===== config.mk =====
export PLATFORM = sky130hd
export DESIGN_NAME = ascb_bank
export DESIGN_NICKNAME = d
export VERILOG_FILES = /design/src/common/ascb_pkg.sv /design/src/rtl/ascb_sync.sv /design/src/rtl/ascb_bank.sv
export SDC_FILE = /design/constraint.sdc
export NUM_CORES = 1
export LEC_CHECK = 0
export BUFFER_PORTS_ARGS = -buffer_cell sky130_fd_sc_hd__buf_2
export CAP_MARGIN = 20
export CORE_ASPECT_RATIO = 0.6
export CORE_MARGIN = 1
export CORE_UTILIZATION = 49
export DETAILED_ROUTE_END_ITERATION = 6
export GPL_ROUTABILITY_DRIVEN = 0
export GPL_TIMING_DRIVEN = 0
export MAX_ROUTING_LAYER = met4
export PLACE_DENSITY = 0.8
export SLEW_MARGIN = 20
export SYNTH_ARGS = -nofsm -noshare
export SYNTH_HDL_FRONTEND = slang
export SYNTH_SLANG_ARGS = --single-unit

===== constraint.sdc =====
create_clock -name clk_i -period 1.9 [get_ports clk_i]
set_input_delay 0.19 -clock clk_i [delete_from_list [all_inputs] [get_ports clk_i]]
set_output_delay 0.19 -clock clk_i [all_outputs]
set_load 0.01 [all_outputs]

===== src/common/ascb_pkg.sv =====
// Constants and types of the imaging front end setup register bank.
// Assumes one 25 MHz master clock domain and the eight-bit control port.
package ascb_pkg;

	// Control port widths
	localparam int ADDR_W = 6;
	localparam int DATA_W = 8;

	// Register addresses as seen on the control port
	localparam logic [5:0] ADDR_SETUP1    = 6'h01;
	localparam logic [5:0] ADDR_SETUP2    = 6'h02;
	localparam logic [5:0] ADDR_SETUP3    = 6'h03;
	localparam logic [5:0] ADDR_DEV_RESET = 6'h04;
	localparam logic [5:0] ADDR_CYC_RESET = 6'h05;

	// Reset values
	localparam logic [7:0] RST_SETUP1 = 8'h03;
	localparam logic [7:0] RST_SETUP2 = 8'h20;
	localparam logic [7:0] RST_SETUP3 = 8'h1F;

	// Implemented bits; the rest read as zero
	localparam logic [7:0] MASK_SETUP1 = 8'h7F;
	localparam logic [7:0] MASK_SETUP2 = 8'hEF;
	localparam logic [7:0] MASK_SETUP3 = 8'hFF;

	// Setup register one fields
	localparam int POS_POWER   = 0;
	localparam int POS_DOUBLE  = 1;
	localparam int POS_MONO    = 2;
	localparam int POS_BLKPD   = 3;
	localparam int POS_AMPOFS  = 4;
	localparam int POS_MAXSPD  = 6;
	// Setup register two fields
	localparam int POS_FORMAT  = 0;
	localparam int POS_INVERT  = 2;
	localparam int POS_EXTREF  = 3;
	localparam int POS_RANGE   = 5;
	localparam int POS_LATENCY = 6;
	// Setup register three fields
	localparam int POS_DACCODE = 0;
	localparam int POS_RSTADJ  = 4;
	localparam int POS_CHAN    = 6;

	// Master clock periods in one converter clock period
	localparam logic [1:0] MCLK_PER_ADC       = 2'h2;
	localparam logic [1:0] MCLK_PER_ADC_MODE3 = 2'h3;

	// Channel pick codes
	localparam logic [1:0] CHAN_RED      = 2'h0;
	localparam logic [1:0] CHAN_RESERVED = 2'h3;

	// Effect of the amplifier offset field
	typedef enum logic [1:0] {
		OFS_ZERO,
		OFS_POS,
		OFS_NEG
	} ascb_offset_t;

	// Control port write handshake
	typedef enum logic {
		PORT_IDLE,
		PORT_HELD
	} ascb_port_state_t;

	// Control port pins
	typedef struct packed {
		logic [5:0] addr;
		logic [7:0] wdata;
		logic       wr;
		logic       rd;
	} ascb_port_t;

	// Effective setup seen by the analogue and output logic
	typedef struct packed {
		logic       power_active;
		logic       double_sample_enable;
		logic       mono;
		logic [3:0] block_disable_field;
		logic [1:0] amp_output_offset_select;
		logic       max_speed_mode_flag;
		logic [1:0] output_word_format;
		logic       output_invert;
		logic       external_clamp_ref;
		logic       clamp_dac_range;
		logic [1:0] output_latency_select;
		logic [3:0] clamp_dac_code;
		logic [1:0] reset_sample_timing_adjust;
		logic [1:0] mono_channel_pick;
	} ascb_cfg_t;

	// Values derived from the setup
	typedef struct packed {
		ascb_offset_t amp_offset;
		logic [2:0]   beats_per_word;
		logic [3:0]   latency_mclk;
	} ascb_derived_t;

endpackage


===== src/rtl/ascb_sync.sv =====
// Two flip-flop synchroniser for a group of pin levels.
// Assumes the levels are quasi static around the edges that matter.
`timescale 1ns/1ns
module ascb_sync #(
	parameter int WIDTH = 1
) (
	input  wire logic             clk_i,   // Master clock
	input  wire logic             rst_b_i, // Asynchronous reset, active low
	input  wire logic [WIDTH-1:0] d_i,     // Level from outside the domain
	output logic      [WIDTH-1:0] q_o      // Level safe to use
);

	logic [WIDTH-1:0] meta;

	// First stage feeds the second only
	always_ff @(posedge clk_i or negedge rst_b_i) begin
		if (!rst_b_i) begin
			meta <= '0;
			q_o  <= '0;
		end else begin
			meta <= d_i;
			q_o  <= meta;
		end
	end

endmodule


===== src/rtl/ascb_bank.sv =====
// Setup register bank of a three channel imaging front end.
// Assumes a host driving the parallel control port pins, and mode inputs from
// the rest of the device; all pins arrive asynchronous to clk_i.
//
// What this block does
// - Setup one bit 0 powers the device; zero means complete power down; default one.
// - Setup one bit 1 picks single ended or double sampling; default double.
// - Setup one bit 2 picks colour (0) or monochrome (1); default colour.
// - Setup one bit 3 lets the separate four-bit field disable single blocks.
// - Setup one bits 5:4 set amplifier offset: zero, zero, full positive, full negative.
// - Setup two bits 1:0 pick parallel, 8+6, 7+7 or four nibble output words.
// - Setup two bit 2 inverts the output code.
// - Setup two bit 3 powers down the clamp DAC and floats its output.
// - Setup two bit 5 sets clamp DAC range; default top reference.
// - Setup two bits 7:6 add zero to three converter periods of latency.
// - A converter period is two master clocks, three in the third mode.
// - Setup three bits 3:0 set the clamp DAC code; default all ones.
// - Setup three bits 5:4 shift the reset sampling instant; default normal.
// - Setup three bits 7:6 pick the monochrome channel; code three reserved.
// - Any write to the device reset register resets every internal cell.
// - Any write to the cycle reset register points the colour cycle at red.
// - Line sequential mode forces monochrome and the red channel internally.
`timescale 1ns/1ns
module ascb_bank (
	input  wire logic                  clk_i,                 // Master clock, 25 MHz
	input  wire logic                  rst_b_i,               // Asynchronous reset, active low
	input  wire ascb_pkg::ascb_port_t  port_i,                // Control port pins
	input  wire logic                  line_sequential_mode_i, // Line by line operation selected
	input  wire logic [3:0]            block_disable_field_i, // Per block disable bits
	input  wire logic                  mode3_i,               // Third operating mode in use
	output logic [7:0]                 port_rdata_o,          // Read data on the control port
	output ascb_pkg::ascb_cfg_t        cfg_o,                 // Effective setup
	output ascb_pkg::ascb_derived_t    derived_o,             // Decoded setup values
	output logic                       device_reset_o,        // One cycle reset for all cells
	output logic                       cycle_reset_o,         // One cycle colour cycle restart
	output logic                       reserved_write_o       // Sticky reserved code written
);

	// Reset release through two flip-flops
	logic rst_meta;
	logic rst_n;

	always_ff @(posedge clk_i or negedge rst_b_i) begin
		if (!rst_b_i) begin
			rst_meta <= 1'b0;
			rst_n    <= 1'b0;
		end else begin
			rst_meta <= 1'b1;
			rst_n    <= rst_meta;
		end
	end

	// Pin inputs brought into the clock domain
	ascb_pkg::ascb_port_t port_s;
	logic                 line_seq_s;
	logic [3:0]           blk_dis_s;
	logic                 mode3_s;

	ascb_sync #(.WIDTH($bits(ascb_pkg::ascb_port_t) + 6)) u_sync (
		.clk_i   (clk_i),
		.rst_b_i (rst_b_i),
		.d_i     ({port_i, line_sequential_mode_i, block_disable_field_i, mode3_i}),
		.q_o     ({port_s, line_seq_s, blk_dis_s, mode3_s})
	);

	// Latency in master clocks for a latency code
	function automatic logic [3:0] lat_mclk(input logic [1:0] sel, input logic m3);
		logic [3:0] per;
		per = {2'h0, m3 ? ascb_pkg::MCLK_PER_ADC_MODE3 : ascb_pkg::MCLK_PER_ADC};
		lat_mclk = 4'(per * {2'h0, sel});
	endfunction

	// Transfers per output word for a format code
	function automatic logic [2:0] word_beats(input logic [1:0] fmt);
		unique case (fmt)
			2'h0: word_beats = 3'h1;
			2'h1: word_beats = 3'h2;
			2'h2: word_beats = 3'h2;
			2'h3: word_beats = 3'h4;
		endcase
	endfunction

	// Write handshake: one write per strobe assertion
	ascb_pkg::ascb_port_state_t state;
	ascb_pkg::ascb_port_state_t next_state;
	wire wr_take = (state == ascb_pkg::PORT_IDLE) && port_s.wr;

	always_comb begin
		next_state = state;
		unique case (state)
			ascb_pkg::PORT_IDLE: if (port_s.wr) next_state = ascb_pkg::PORT_HELD;
			ascb_pkg::PORT_HELD: if (!port_s.wr) next_state = ascb_pkg::PORT_IDLE;
		endcase
	end

	always_ff @(posedge clk_i or negedge rst_n) begin
		if (!rst_n) state <= ascb_pkg::PORT_IDLE;
		else        state <= next_state;
	end

	// Address decode of a taken write
	wire hit_setup1 = wr_take && (port_s.addr == ascb_pkg::ADDR_SETUP1);
	wire hit_setup2 = wr_take && (port_s.addr == ascb_pkg::ADDR_SETUP2);
	wire hit_setup3 = wr_take && (port_s.addr == ascb_pkg::ADDR_SETUP3);
	wire hit_devrst = wr_take && (port_s.addr == ascb_pkg::ADDR_DEV_RESET);
	wire hit_cycrst = wr_take && (port_s.addr == ascb_pkg::ADDR_CYC_RESET);
	wire chan_bad   = port_s.wdata[ascb_pkg::POS_CHAN +: 2] == ascb_pkg::CHAN_RESERVED;

	// Stored setup registers
	logic [7:0] setup1;
	logic [7:0] setup2;
	logic [7:0] setup3;
	logic       soft_rst;

	// Device reset reloads defaults the cycle after the write
	always_ff @(posedge clk_i or negedge rst_n) begin
		if (!rst_n) soft_rst <= 1'b0;
		else        soft_rst <= hit_devrst;
	end

	// Setup registers with defaults restored by either reset
	always_ff @(posedge clk_i or negedge rst_n) begin
		if (!rst_n) begin
			setup1 <= ascb_pkg::RST_SETUP1;
			setup2 <= ascb_pkg::RST_SETUP2;
			setup3 <= ascb_pkg::RST_SETUP3;
		end else if (soft_rst) begin
			setup1 <= ascb_pkg::RST_SETUP1;
			setup2 <= ascb_pkg::RST_SETUP2;
			setup3 <= ascb_pkg::RST_SETUP3;
		end else begin
			if (hit_setup1) setup1 <= port_s.wdata & ascb_pkg::MASK_SETUP1;
			if (hit_setup2) setup2 <= port_s.wdata & ascb_pkg::MASK_SETUP2;
			if (hit_setup3) setup3 <= port_s.wdata & ascb_pkg::MASK_SETUP3;
		end
	end

	// Read mux; write-only and unmapped addresses read zero
	logic [7:0] rd_mux;

	always_comb begin
		unique case (port_s.addr)
			ascb_pkg::ADDR_SETUP1: rd_mux = setup1;
			ascb_pkg::ADDR_SETUP2: rd_mux = setup2;
			ascb_pkg::ADDR_SETUP3: rd_mux = setup3;
			default:               rd_mux = 8'h00;
		endcase
	end

	// Read data stands while the read strobe is held
	always_ff @(posedge clk_i or negedge rst_n) begin
		if (!rst_n) port_rdata_o <= 8'h00;
		else        port_rdata_o <= port_s.rd ? rd_mux : 8'h00;
	end

	// Field extraction
	wire       f_power  = setup1[ascb_pkg::POS_POWER];
	wire       f_double = setup1[ascb_pkg::POS_DOUBLE];
	wire       f_mono   = setup1[ascb_pkg::POS_MONO];
	wire       f_blkpd  = setup1[ascb_pkg::POS_BLKPD];
	wire [1:0] f_ampofs = setup1[ascb_pkg::POS_AMPOFS +: 2];
	wire       f_maxspd = setup1[ascb_pkg::POS_MAXSPD];
	wire [1:0] f_format = setup2[ascb_pkg::POS_FORMAT +: 2];
	wire       f_invert = setup2[ascb_pkg::POS_INVERT];
	wire       f_extref = setup2[ascb_pkg::POS_EXTREF];
	wire       f_range  = setup2[ascb_pkg::POS_RANGE];
	wire [1:0] f_lat    = setup2[ascb_pkg::POS_LATENCY +: 2];
	wire [3:0] f_dac    = setup3[ascb_pkg::POS_DACCODE +: 4];
	wire [1:0] f_rstadj = setup3[ascb_pkg::POS_RSTADJ +: 2];
	wire [1:0] f_chan   = setup3[ascb_pkg::POS_CHAN +: 2];

	// Effective setup after internal forcing
	ascb_pkg::ascb_cfg_t next_cfg;

	always_comb begin
		next_cfg.power_active               = f_power;
		next_cfg.double_sample_enable       = f_double;
		next_cfg.mono                       = line_seq_s | f_mono;
		next_cfg.block_disable_field        = f_blkpd ? blk_dis_s : 4'h0;
		next_cfg.amp_output_offset_select   = f_ampofs;
		next_cfg.max_speed_mode_flag        = f_maxspd;
		next_cfg.output_word_format         = f_format;
		next_cfg.output_invert              = f_invert;
		next_cfg.external_clamp_ref         = f_extref;
		next_cfg.clamp_dac_range            = f_range;
		next_cfg.output_latency_select      = f_lat;
		next_cfg.clamp_dac_code             = f_dac;
		next_cfg.reset_sample_timing_adjust = f_rstadj;
		next_cfg.mono_channel_pick          = line_seq_s ? ascb_pkg::CHAN_RED : f_chan;
	end

	// Decoded values for the datapath
	ascb_pkg::ascb_derived_t next_der;

	always_comb begin
		next_der.amp_offset     = f_ampofs == 2'h2 ? ascb_pkg::OFS_POS :
			(f_ampofs == 2'h3 ? ascb_pkg::OFS_NEG : ascb_pkg::OFS_ZERO);
		next_der.beats_per_word = word_beats(f_format);
		next_der.latency_mclk   = lat_mclk(f_lat, mode3_s);
	end

	// Registered outputs
	always_ff @(posedge clk_i or negedge rst_n) begin
		if (!rst_n) begin
			cfg_o            <= '0;
			derived_o        <= '0;
			device_reset_o   <= 1'b0;
			cycle_reset_o    <= 1'b0;
			reserved_write_o <= 1'b0;
		end else begin
			cfg_o            <= next_cfg;
			derived_o        <= next_der;
			device_reset_o   <= hit_devrst;
			cycle_reset_o    <= hit_cycrst;
			reserved_write_o <= (reserved_write_o & ~soft_rst) | (hit_setup3 & chan_bad);
		end
	end

	// Checks

	a_dev_reset_dflt: assert property (@(posedge clk_i) disable iff (!rst_n)
		hit_devrst |-> ##2 (setup1 == ascb_pkg::RST_SETUP1 && setup3 == ascb_pkg::RST_SETUP3))
		else $error("setup not restored after device reset");

	a_power_follow: assert property (@(posedge clk_i) disable iff (!rst_n)
		hit_setup1 && !soft_rst |-> ##2 cfg_o.power_active == $past(port_s.wdata[0], 2))
		else $error("power bit did not follow write");

	a_double_follow: assert property (@(posedge clk_i) disable iff (!rst_n)
		hit_setup1 && !soft_rst |-> ##2 cfg_o.double_sample_enable == $past(port_s.wdata[1], 2))
		else $error("sampling mode did not follow write");

	a_line_forces: assert property (@(posedge clk_i) disable iff (!rst_n)
		$past(line_seq_s) |-> (cfg_o.mono && cfg_o.mono_channel_pick == 2'h0))
		else $error("line mode did not force mono red");

	a_block_gate: assert property (@(posedge clk_i) disable iff (!rst_n)
		cfg_o.block_disable_field != 4'h0 |-> $past(setup1[3]))
		else $error("block disable passed while gate off");

	a_latency_mode3: assert property (@(posedge clk_i) disable iff (!rst_n)
		$past(mode3_s) && $past(setup2[7:6]) == 2'h3 |-> derived_o.latency_mclk == 4'h9)
		else $error("latency in mode three wrong");

	a_latency_norm: assert property (@(posedge clk_i) disable iff (!rst_n)
		!$past(mode3_s) && $past(setup2[7:6]) == 2'h2 |-> derived_o.latency_mclk == 4'h4)
		else $error("latency in normal modes wrong");

	a_cycle_pulse: assert property (@(posedge clk_i) disable iff (!rst_n)
		hit_cycrst |=> cycle_reset_o ##1 !cycle_reset_o)
		else $error("cycle reset not a single pulse");

	a_nibble_beats: assert property (@(posedge clk_i) disable iff (!rst_n)
		$past(setup2[1:0]) == 2'h3 |-> derived_o.beats_per_word == 3'h4)
		else $error("nibble format beat count wrong");

	a_reserved_flag: assert property (@(posedge clk_i) disable iff (!rst_n)
		hit_setup3 && chan_bad |=> reserved_write_o)
		else $error("reserved channel write not flagged");

endmodule


Word level (Yosys, flattened, before mapping)
Cells that the tools add are included.
W data, S select, Z words.
Cells by class
  multiply operators: 1
  equality and inequality tests: 11
  multiplexer cells: 15
  bitwise operators: 6
  reduce and logical (&&, ||, !) cells: 11
Operator list (number)
  $mux W8: 7
  $pmux W8 S3: 1
  $eq A6 B2 Y1 const B: 2
  $eq A6 B3 Y1 const B: 2
  $eq A2 B2 Y1 const B: 5
  $pmux W3 S3: 1
  $eq A6 B1 Y1 const B: 1
  $logic_and A1 B1 Y1: 6
  $mux W2: 3
  $reduce_bool A2 Y1: 3
  $mul A2 B2 Y4: 1
  $mux W4: 1
  $and A1 B1 Y1: 2
  $eq A2 B1 Y1 const B: 1
  $logic_not A2 Y1: 1
  $mux W1: 2
  $not A1 Y1: 2
  $or A1 B1 Y1: 2
  $reduce_or A2 Y1: 1
Storage, ports and cells
  register bits after elaboration: 116
  output and inout bits: 45

Longest topological paths before layout
Gate-level depths: netlist of the first run.
  depth after elaboration: 5
  mapped depth: 5

By module
A second synthesis of the first run with hierarchy kept.
Second synthesis, totals
  cells, all modules: 235
  area total of the unflattened synthesis: 3736.1 um2
Modules (own cells, without submodules)
  ascb_bank: times used 1, cells an instance 191, area each 2635.0 um2, sequential area each 1761.7 um2
  ascb_sync: times used 1, cells an instance 44, area each 1101.1 um2, sequential area each 1101.1 um2

Worst setup path after synthesis of the first run
No wires, ideal clock.
  kind: reg2reg
  from: register u_sync.q_o[21]
  to: register setup2[0]
  data arrival time: 1215 ps
  data required time: 1764 ps
  setup slack: 549 ps
  stages on the path, launching flop included: 5
  path buffers: 1
  clock period less this slack: 1351 ps
  path through: dfrtp_1 or4b_1 buf_2 o21ai_1 a21oi_1
On the way
  cells in the longest elaborated chain, start to end: 3
Ends and longest elaborated chain
  from (decl): line ascb_sync.sv:10  | output logic [WIDTH-1:0] q_o
  from (signal assigned): line ascb_sync.sv:22  | q_o <= meta;
  $eq A6 B2 Y1: line ascb_bank.sv:103  | wire hit_setup2 = wr_take && (port_s.addr == ascb_pkg::ADDR_SETUP2);
  $logic_and A1 B1 Y1: line ascb_bank.sv:103
  $reduce_bool A2 Y1 (no line)
  to (signal assigned): line ascb_bank.sv:125  | setup2 <= ascb_pkg::RST_SETUP2;
  to (signal assigned): line ascb_bank.sv:129  | setup2 <= ascb_pkg::RST_SETUP2;
  to (signal assigned): line ascb_bank.sv:133  | if (hit_setup2) setup2 <= port_s.wdata & ascb_pkg::MASK_SETUP2;
  to (decl): line ascb_bank.sv:111  | logic [7:0] setup2;
Every way passes these cells.
A chain may end at the register's enable or synchronous reset.

Worst setup path in the final report of the first run
  from: register u_sync.q_o[19]
  to: register port_rdata_o[7]
On the way
  cells in the longest elaborated chain, start to end: 3
  elaborated cells on any way between the ends: 5
  those cells by class: eq/ne: 3; mux: 2
Ends and longest elaborated chain
  $eq A6 B2 Y1 or $eq A6 B1 Y1 (tied branches): line ascb_bank.sv:142  | unique case (port_s.addr)
  $pmux W8 S3 *: line ascb_bank.sv:142
  $mux W8 *: line ascb_bank.sv:153  | else port_rdata_o <= port_s.rd ? rd_mux : 8'h00;
  to (signal assigned): line ascb_bank.sv:153
  to (decl): line ascb_bank.sv:31  | output logic [7:0] port_rdata_o,
Every way passes the cells marked *; elsewhere a longest branch is shown, timed or not.

==> impl_metrics.ini, run 1 <==
[yosys]
synthArstFlopShare_pct = 100
syn_inst = 244
yosysSeqAreaShare_pct = 75.9
synth_fp_nets = 272
avgSynthCellArea_um2 = 15.5
synth_top_area_cell = dfrtp_1
syn-cell-area_um2 = 3770
synth-edff-count = 0
ys_types = 34
yosysWarnings = 0
synth_top_area_share_pct = 70.3
ys_top_cells_by_area = dfrtp_1, dfstp_2, mux2i_1
ys_ff_latch = 114
synth_flop_cell = dfrtp_1

[routing]
vias = 2235
antenna_left = 0
drc = 0
drt_first_pass_iters = 4
drt_iter0_drc = 124
wl_per_cell_um = 14.4
drt_wl_total_mm = 6.82
viasPerCell = 4.74

[finish]
final-seq-area_um2 = 2870
nets = 383
n_fill_cell = 513
diodes = 0
multi_input_area_um2 = 846
final_layout_size_suffix_gt1_share_pct = 33.4
syn_to_final_growth_pct = 36.4

[timing]
worst_slew_pin_slew_ns = 0.838
max_slew_margin_pct = 44.1
report.final.slew_viol_count = 0
setup_violations = 0
clock_skew_ns = 0.0117
clock.fmax_mhz = 628
layout_min_cycle_time_ns = 1.59
fin_setup_tns_ns = 0
min_period_over_period_pct = 83.8
rsz0062_at_grt = false
hold_viol_final = 0
fin_ws_ns = 0.308

[clock_network]
clockBufferDepth = 2
clk-insertion-delay-late_ns = 0.40
cts_hold_buf = 23
path_clk_slew_ns = 0.05
clock_sinks = 114
cts_resized = 0
root_buffer = clkbuf_16
post_cts_buffers = 0
cts_tree = yes
cts_buffers = 17
htree_levels = 4

[global_routing]
first_global_vias = 2334
grt_pass1_wl_mm = 11.5
grt_antenna_before_repair = 0
grt_overflow = 0
grt_max_degree = 69
grt_use_total_pct = 20.5

[placed_design]
dpl.hpwl_mm = 4.26
port_buffers = 68
dp_slack_ns = 0.342

[worst_setup_path]
path_class = reg -> reg
startpoint_type = flip-flop
reg2regPathDepth = 3
arrival_ns = 1.86
cp.required_ns = 2.17
crit_path_end_kind = flip-flop
worstPathMaxFanout = 8

[die]
num_io_pins = 69
initial_utilization_pct = 51.3
coreArea_um2 = 7360
fp.dieW_um = 115
rows = 24
dieArea_um2 = 8070
die_height_um = 70.0

[pwr]
ir_drop_mv = 0.608
leakagePower_nw = 2.42
powerDensity_nw_per_um2 = 1270

[run_status]
status = finished clean

[min_path]
hold_class = in -> async

[job]
drv_cap = 0
power by group:
part	switching [mW]	total [mW]	internal, mW
clock network	1.00	3.36	2.36
registers	0.138	2.78	2.64
logic	0.188	0.387	0.198
total	1.33	6.53	5.20
state kept, by name, summed over array words and instances (netlist names):
| register | flops |
|---|---|
| u_sync.q_o | 22 |
| setup3 | 8 |
| port_rdata_o | 8 |
| setup2 | 7 |
| u_sync.meta | 22 |
| cfg_o | 25 |
| reserved_write_o | 1 |
| rst_meta | 1 |
| cycle_reset_o | 1 |
| derived_o | 9 |
| rst_n | 1 |
| state | 1 |
| setup1 | 7 |
| device_reset_o | 1 |
layout by cell type (no fill, tap or decap), types with 4 or more instances in the layout:
cell type,n
mux2i_1,17
a21oi_1,7
and2_1,7
clkbuf_1,5
buf_2,71
nand2b_1,14
o21ai_1,6
clkbuf_16,17
nor2b_1,4
clkbuf_8,5
nand3_1,9
dfstp_2,8
mux2_1,6
dlygate4sd3_1,23
nor2_1,19
ha_1,4
a22oi_1,6
bufinv_16,4
dfrtp_1,105
synth_stat cells (all sizes together), types with 4 or more instances:
cell and instances:
dfrtp 106, nor2 20, mux2i 17, nand2b 14, nand3 10, dfstp 8
a21oi 7, and2 7, a22oi 6, buf 6, mux2 6, o21ai 6
clkbuf 4, ha 4, nor2b 4
per-layer routing:
layer	track usage (%)	wire length [um]	vias up
li1	-	-	1042
met1	26.0	3020	1106
met2	30.7	3400	85
met3	7.03	376	2
met4	7.94	17	0
met5	-	0	-
metrics by stage:
| stage | power, mW | cells | util (%) | hold WS, ns | cell area, um2 |
|---|---|---|---|---|---|
| floorplan | 2.97 | 244 | - | -0.106 | 3770 |
| global placement | 3.14 | 416 | 57.7 | 0.298 | 4240 |
| detailed placement | 3.16 | 416 | 57.7 | 0.299 | 4250 |
| CTS | 6.58 | 471 | 69.7 | 0.346 | 5120 |
| global route | 6.78 | 472 | 69.9 | 0.217 | 5140 |
| finish | 6.53 | 472 | 69.9 | 0.213 | 5140 |
worst paths after layout:
path,end,slack (ns),startpoint
setup / recovery,port_rdata_o[7]$_DFF_PN0_,0.31,u_sync.q_o[19]$_DFF_PN0_
hold / removal,u_sync.meta[17]$_DFF_PN0_,0.21,rst_b_i
setup reg to reg,port_rdata_o[7]$_DFF_PN0_,0.31,u_sync.q_o[19]$_DFF_PN0_
hold reg to reg,u_sync.q_o[20]$_DFF_PN0_,0.34,u_sync.meta[20]$_DFF_PN0_
max in group asynchronous,setup1[4]$_DFFE_PN0P_,0.91,rst_n$_DFF_PN0_
min in group clk_i,u_sync.q_o[20]$_DFF_PN0_,0.34,u_sync.meta[20]$_DFF_PN0_
area by class of cell:
type | instances | area share, %
multi-input cells | 117 | 16.4
plain buffers | 10 | 1.02
flip-flops and latches | 114 | 55.7
well taps | 104 | 2.53
clock inverters | 9 | 2.92
clock buffers | 23 | 9.68
inverters | 3 | 0.219
repair buffers | 92 | 11.5
cells by family after synthesis:
logic type               count (synthesis)  synth area share (%)
multiplexers                            23                  6.30
AO/OA/AOI/OAI                           21                  3.28
flip-flops                             114                  75.9
other                                    1                0.0994
buffers and inverters                   13                  1.69
adder cells (fa/ha/maj)                  4                  1.33
AND/OR/NAND/NOR                         68                  11.4
critical path, stage by stage, from the launching register on:
cell	delay, ns
dfrtp_1	0.43
nor2_2	0.28
nand3_1	0.37
nor3b_1	0.38
Note: power is estimated with default switching activity, not from simulation.
==> run 2: changes to the inputs <==
--- a/config.mk
+++ b/config.mk
@@ -9,12 +9,12 @@
 export CAP_MARGIN = 20
 export CORE_ASPECT_RATIO = 0.6
 export CORE_MARGIN = 1
-export CORE_UTILIZATION = 49
+export CORE_UTILIZATION = 54
 export DETAILED_ROUTE_END_ITERATION = 6
 export GPL_ROUTABILITY_DRIVEN = 0
 export GPL_TIMING_DRIVEN = 0
 export MAX_ROUTING_LAYER = met4
-export PLACE_DENSITY = 0.8
+export PLACE_DENSITY = 0.84
 export SLEW_MARGIN = 20
 export SYNTH_ARGS = -nofsm -noshare
 export SYNTH_HDL_FRONTEND = slang
==> constraint.sdc (replaced) <==
create_clock -name clk_i -period 1.5 [get_ports clk_i]
set_input_delay 0.15 -clock clk_i [delete_from_list [all_inputs] [get_ports clk_i]]
set_output_delay 0.15 -clock clk_i [all_outputs]
set_load 0.01 [all_outputs]
==> impl_metrics.ini, run 2 (synthesis results as in run 1) <==
[run_status]
status = finished, violations left
violations = negative setup slack

[finish]
nets = 383
layout_common_cells = dfrtp_1, buf_2, dlygate4sd3_1
n_fill_cell = 400
layout_commonest_cell = dfrtp_1
final_layout_size_suffix_gt1_share_pct = 35.9
post-route-util_pct = 76.1
multi_input_area_um2 = 887
reg_top3 = cfg_o (25), u_sync.meta (22), u_sync.q_o (22)
diodes = 0
final-seq-area_um2 = 2870
regMostFlops = cfg_o
syn_to_final_growth_pct = 35.3
largest_register_ffs = 25

[timing]
layout_min_cycle_time_ns = 1.53
whs_ns = 0.342
max_slew_margin_pct = 36.4
hold_viol_final = 0
rsz0062_at_grt = true
fin_ws_ns = -0.0268
min_period_over_period_pct = 102
clock_skew_ns = 0.00670
report.final.slew_viol_count = 0
setup_violations = 3
worst_slew_pin_slew_ns = 0.954
clock.fmax_mhz = 655

[pwr]
powerDensity_nw_per_um2 = 1540
sequentialPowerShare_pct = 44.7
ir_drop_mv = 1.32
switching_share_pct = 22.0
p_sw_mw = 1.74
p_comb_share_pct = 6.4
p_int_mw = 6.14
leakagePower_nw = 2.41
p_clk_share_pct = 48.9
total_power_mw = 7.88

[worst_setup_path]
slowest_stage = or4b_4
cp.required_ns = 1.76
slowest_delay_ns = 0.65
worstPathMaxFanout = 7
crit_path_end_kind = flip-flop
arrival_ns = 1.78
path_class = reg -> reg
path_cells = or4b_4 > o21ai_2 > a21oi_1
startpoint_type = flip-flop

[placed_design]
port_buffers = 68
dpl.hpwl_mm = 4.20

[clock_network]
clock_sinks = 114
htree_levels = 4
root_buffer = clkbuf_16
clk-insertion-delay-late_ns = 0.41
clockBufferDepth = 2
cts_buffers = 17
path_clk_slew_ns = 0.05
cts_tree = yes

[global_routing]
grt_use_total_pct = 23.4
first_global_vias = 2283
grt_overflow = 0
grt_antenna_before_repair = 0
grt_max_degree = 69
grt_pass1_wl_mm = 11.3

[die]
rows = 23
die_height_um = 66.7
coreArea_um2 = 6710
num_io_pins = 69
fp.dieW_um = 110
initial_utilization_pct = 56.3
dieArea_um2 = 7340

[routing]
drc = 0
drt_wl_total_mm = 7.24
viasPerCell = 5.06
drt_first_pass_iters = 4
antenna_left = 0
wl_per_cell_um = 15.9
drt_iter0_drc = 176
vias = 2301

[job]
drv_cap = 0

[min_path]
hold_class = reg -> reg
==> run 2: cell types whose count changed in the layout (fill, tap and decap cells not counted), sizes merged <==
| cell | before | now |
|---|---|---|
| clkinv | 3 | 7 |
| bufinv | 4 | 2 |
| clkbuf | 27 | 25 |
==> run 2: worst paths after layout <==
kind	slack, ns	cells past startpoint	startpoint	endpoint
worst max-delay path	-0.03	3	u_sync.q_o[16]$_DFF_PN0_	setup2[6]$_DFFE_PN0P_
worst max register to register	-0.03	3	u_sync.q_o[16]$_DFF_PN0_	setup2[6]$_DFFE_PN0P_
worst min register to register	0.34	0	u_sync.meta[13]$_DFF_PN0_	u_sync.q_o[13]$_DFF_PN0_
worst min-delay path	0.34	0	u_sync.meta[13]$_DFF_PN0_	u_sync.q_o[13]$_DFF_PN0_
max in group asynchronous	0.36	2	rst_b_i	rst_n$_DFF_PN0_
min in group asynchronous	0.43	2	rst_b_i	u_sync.q_o[19]$_DFF_PN0_
==> run 2: timing repair <==
action                     CTS  global route
buffers inserted             0             1
hold buffers                23             0
setup endpoints to repair    6            21
pin swaps                    1             3
hold endpoints to repair    68             0
gates resized for setup      4            12
==> run 2: layout make-up <==
cell class	instances	area share [%]
clock buffers	21	9.22
multi-input cells	117	17.4
plain buffers	10	1.35
repair buffers	92	11.3
flip-flops and latches	114	56.2
clock inverters	11	2.16
well taps	87	2.13
inverters	3	0.221
==> run 2: through the flow <==
step | TNS (ns) | setup slack (ns) | area, um2 | instances
after floorplan | 0 | 0.149 | 3770 | 244
after global placement | -0.0660 | -0.0660 | 4220 | 399
after detailed placement | -0.0429 | -0.0429 | 4230 | 399
after CTS | 0 | 0.0104 | 5050 | 454
after global routing | -0.198 | -0.0382 | 5100 | 455
final | -0.0358 | -0.0268 | 5100 | 455
==> run 2: power groups by stage <==
stage | combinational [mW] | clock, mW | sequential [mW]
finish | 0.505 | 3.86 | 3.52
global placement | 0.421 | 0 | 3.55
floorplan | 0.183 | 0 | 3.57
CTS | 0.494 | 3.90 | 3.52
detailed placement | 0.438 | 0 | 3.56
global route | 0.559 | 4.07 | 3.56
==> run 2: worst max-delay path: cells and delay by family, from the launching register on <==
kind             cells  cell delay (ns)
AO/OA/AOI/OAI        2             0.27
flip-flops           1             0.45
AND/OR/NAND/NOR      1             0.65
==> run 2: routing by layer <==
layer	up-vias	part of all wire (%)	track usage, %
met2	115	47	34.1
met3	21	9.0	9.39
li1	1047	-	-
met1	1118	41	28.3
met4	0	2.7	11.8
met5	-	0	-
==> run 3: changes to the inputs <==
--- a/config.mk
+++ b/config.mk
@@ -5,6 +5,7 @@
 export SDC_FILE = /design/constraint.sdc
 export NUM_CORES = 1
 export LEC_CHECK = 0
+export ABC_AREA = 1
 export BUFFER_PORTS_ARGS = -buffer_cell sky130_fd_sc_hd__buf_2
 export CAP_MARGIN = 20
 export CORE_ASPECT_RATIO = 0.6
==> impl_metrics.ini, run 3 <==
[clock_network]
clk-insertion-delay-late_ns = 0.41
cts_buffers = 17
cts_tree = yes
root_buffer = clkbuf_16
htree_levels = 4
clockBufferDepth = 2
path_clk_slew_ns = 0.06
clock_sinks = 114

[min_path]
hold_class = in -> async

[finish]
multi_input_area_um2 = 774
post-route-util_pct = 77.0
n_fill_cell = 379
largest_register_ffs = 25
regMostFlops = cfg_o
syn_to_final_growth_pct = 37.0
diodes = 0
reg_top3 = cfg_o (25), u_sync.meta (22), u_sync.q_o (22)
layout_common_cells = dfrtp_1, buf_2, nand2_1
layout_commonest_cell = dfrtp_1
final_layout_size_suffix_gt1_share_pct = 34.3
nets = 435
final-seq-area_um2 = 2870

[placed_design]
port_buffers = 68
dp_slack_ns = 0.0527
dpl.hpwl_mm = 4.65

[worst_setup_path]
r2r-end = setup1[3]$_DFFE_PN0P_
path_class = reg -> reg
slowest_delay_ns = 0.50
startpoint_type = flip-flop
rrSetupSlack_ns = 0.05
cp.required_ns = 1.82
r2r-start = device_reset_o$_DFF_PN0_
path_cells = inv_1 > buf_1 > nand3_1 > o21ai_2
reg2regPathDepth = 4
crit_path_end_kind = flip-flop
slowest_stage = dfrtp_1
worstPathMaxFanout = 11
arrival_ns = 1.77

[pwr]
total_power_mw = 8.23
powerDensity_nw_per_um2 = 1590
leakagePower_nw = 2.75
ir_drop_mv = 1.25

[timing]
setup_violations = 0
rsz0062_at_grt = false
clock_skew_ns = 0.0109
layout_min_cycle_time_ns = 1.45
min_period_over_period_pct = 96.5
fin_ws_ns = 0.0518
hold_viol_final = 0
worst_slew_pin_slew_ns = 0.848
max_slew_margin_pct = 43.5
report.final.slew_viol_count = 0
fin_setup_tns_ns = 0
clock.fmax_mhz = 691

[yosys]
synth_flop_cell = dfrtp_1
synthArstFlopShare_pct = 100
synth_fp_nets = 318
synth_top_area_share_pct = 70.1
ys_top_cells_by_area = dfrtp_1, dfstp_2, nand2_1
ys_types = 23
yosys.area_share.simple_pct = 16.2
synth_fa_ha_area_share_pct = 1.32
avgSynthCellArea_um2 = 13.0
synth_top_family_by_area = simple AND/OR/NAND/NOR gates
syn_inst = 290
synth_compound_area_share_pct = 2.84
yosysSeqAreaShare_pct = 75.7
synth_top_area_cell = dfrtp_1
yosysWarnings = 0
synth_xor_area_share_pct = 0
synth.mux.area_fraction_pct = 0
syn-cell-area_um2 = 3780
synth_commonest_cells = dfrtp_1, nand2_1, nand3_1
synth-edff-count = 0
ys_ff_latch = 114
synth.most_common_cell = dfrtp_1

[global_routing]
grt_use_total_pct = 26.0
grt_max_degree = 69
grt_antenna_before_repair = 0
grt_pass1_wl_mm = 12.7
grt_overflow = 0
first_global_vias = 2593

[die]
die_height_um = 66.8
dieArea_um2 = 7360
coreArea_um2 = 6730
initial_utilization_pct = 56.2
num_io_pins = 69
fp.dieW_um = 110
rows = 23

[routing]
drt_first_pass_iters = 4
antenna_left = 0
wl_per_cell_um = 15.9
drc = 0
drt_wl_total_mm = 8.06
drt_iter0_drc = 203
vias = 2603
viasPerCell = 5.13

[run_status]
status = finished clean

[job]
drv_cap = 0
## run 3: cell types whose count changed after synthesis, moves of 14 or more
| cell | before | now |
|---|---|---|
| inv_1 | 3 | 24 |
| nand2_1 | 0 | 53 |
| mux2i_1 | 17 | 0 |
| nor2_1 | 19 | 5 |
| nand2b_1 | 14 | 0 |
| nand3_1 | 9 | 31 |
## run 3: power by group
group / internal, mW / leakage (nW) / switching (mW)
clock: 3.00 / 0.307 / 1.36
sequential: 3.31 / 1.43 / 0.160
combinational: 0.189 / 1.01 / 0.215
total: 6.49 / 2.75 / 1.73
## run 3: how the worst max path moves through the flow
| stage | slack, ns | to | start |
|---|---|---|---|
| floorplan | 0.26 | setup3[6]$_DFFE_PN0P_ | u_sync.q_o[21]$_DFF_PN0_ |
| global placement | -0.01 | derived_o[6]$_DFF_PN0_ | rst_n$_DFF_PN0_ |
| detailed placement | 0.05 | setup3[6]$_DFFE_PN0P_ | u_sync.q_o[19]$_DFF_PN0_ |
| CTS | 0.005 | setup3[6]$_DFFE_PN0P_ | u_sync.q_o[19]$_DFF_PN0_ |
| global route | 0.01 | setup2[3]$_DFFE_PN0P_ | u_sync.q_o[18]$_DFF_PN0_ |
| finish | 0.05 | setup1[3]$_DFFE_PN0P_ | device_reset_o$_DFF_PN0_ |
## run 3: metal layers
| metal | up-vias | part of all wire [%] | GRT usage, % |
|---|---|---|---|
| met5 | - | 0 | - |
| met4 | 0 | 1.8 | 9.67 |
| met3 | 19 | 10 | 12.4 |
| met2 | 142 | 49 | 38.7 |
| met1 | 1265 | 39 | 31.0 |
| li1 | 1177 | - | - |
## run 3: stage by stage
step	hold WS [ns]	cell area (um2)	instances
2_1_floorplan	-0.146	3780	290
3_3_place_gp	0.258	4230	445
3_5_place_dp	0.259	4240	445
4_1_cts	0.347	5120	500
5_1_grt	0.211	5180	507
6_report	0.189	5180	507
## run 3: logic make-up after synthesis
logic type               count (synthesis)
AND/OR/NAND/NOR                        122
flip-flops                             114
buffers and inverters                   32
AO/OA/AOI/OAI                           17
adder cells (fa/ha/maj)                  4
other                                    1
## run 3: area by class of cell
class	instances	area share, %
flip-flops and latches	114	55.3
multi-input cells	144	14.9
repair buffers	98	12.3
clock buffers	20	8.62
clock inverters	12	3.93
well taps	87	2.10
inverters	24	1.74
plain buffers	8	1.11
## run 3: worst max-delay path, delay by kind of cell, from the launching register on
kind	cells	cell delay, ns
flip-flops	1	0.50
AND/OR/NAND/NOR	1	0.19
buffers and inverters	2	0.58
AO/OA/AOI/OAI	1	0.10
## run 3: what timing repair did
item / 4_1_cts / 5_1_grt
setup buffers: 0 / 6
hold buffers: 23 / 0
endpoints found under the setup margin: 0 / 18
endpoints found under the hold margin: 68 / 0
resized for setup: 0 / 2
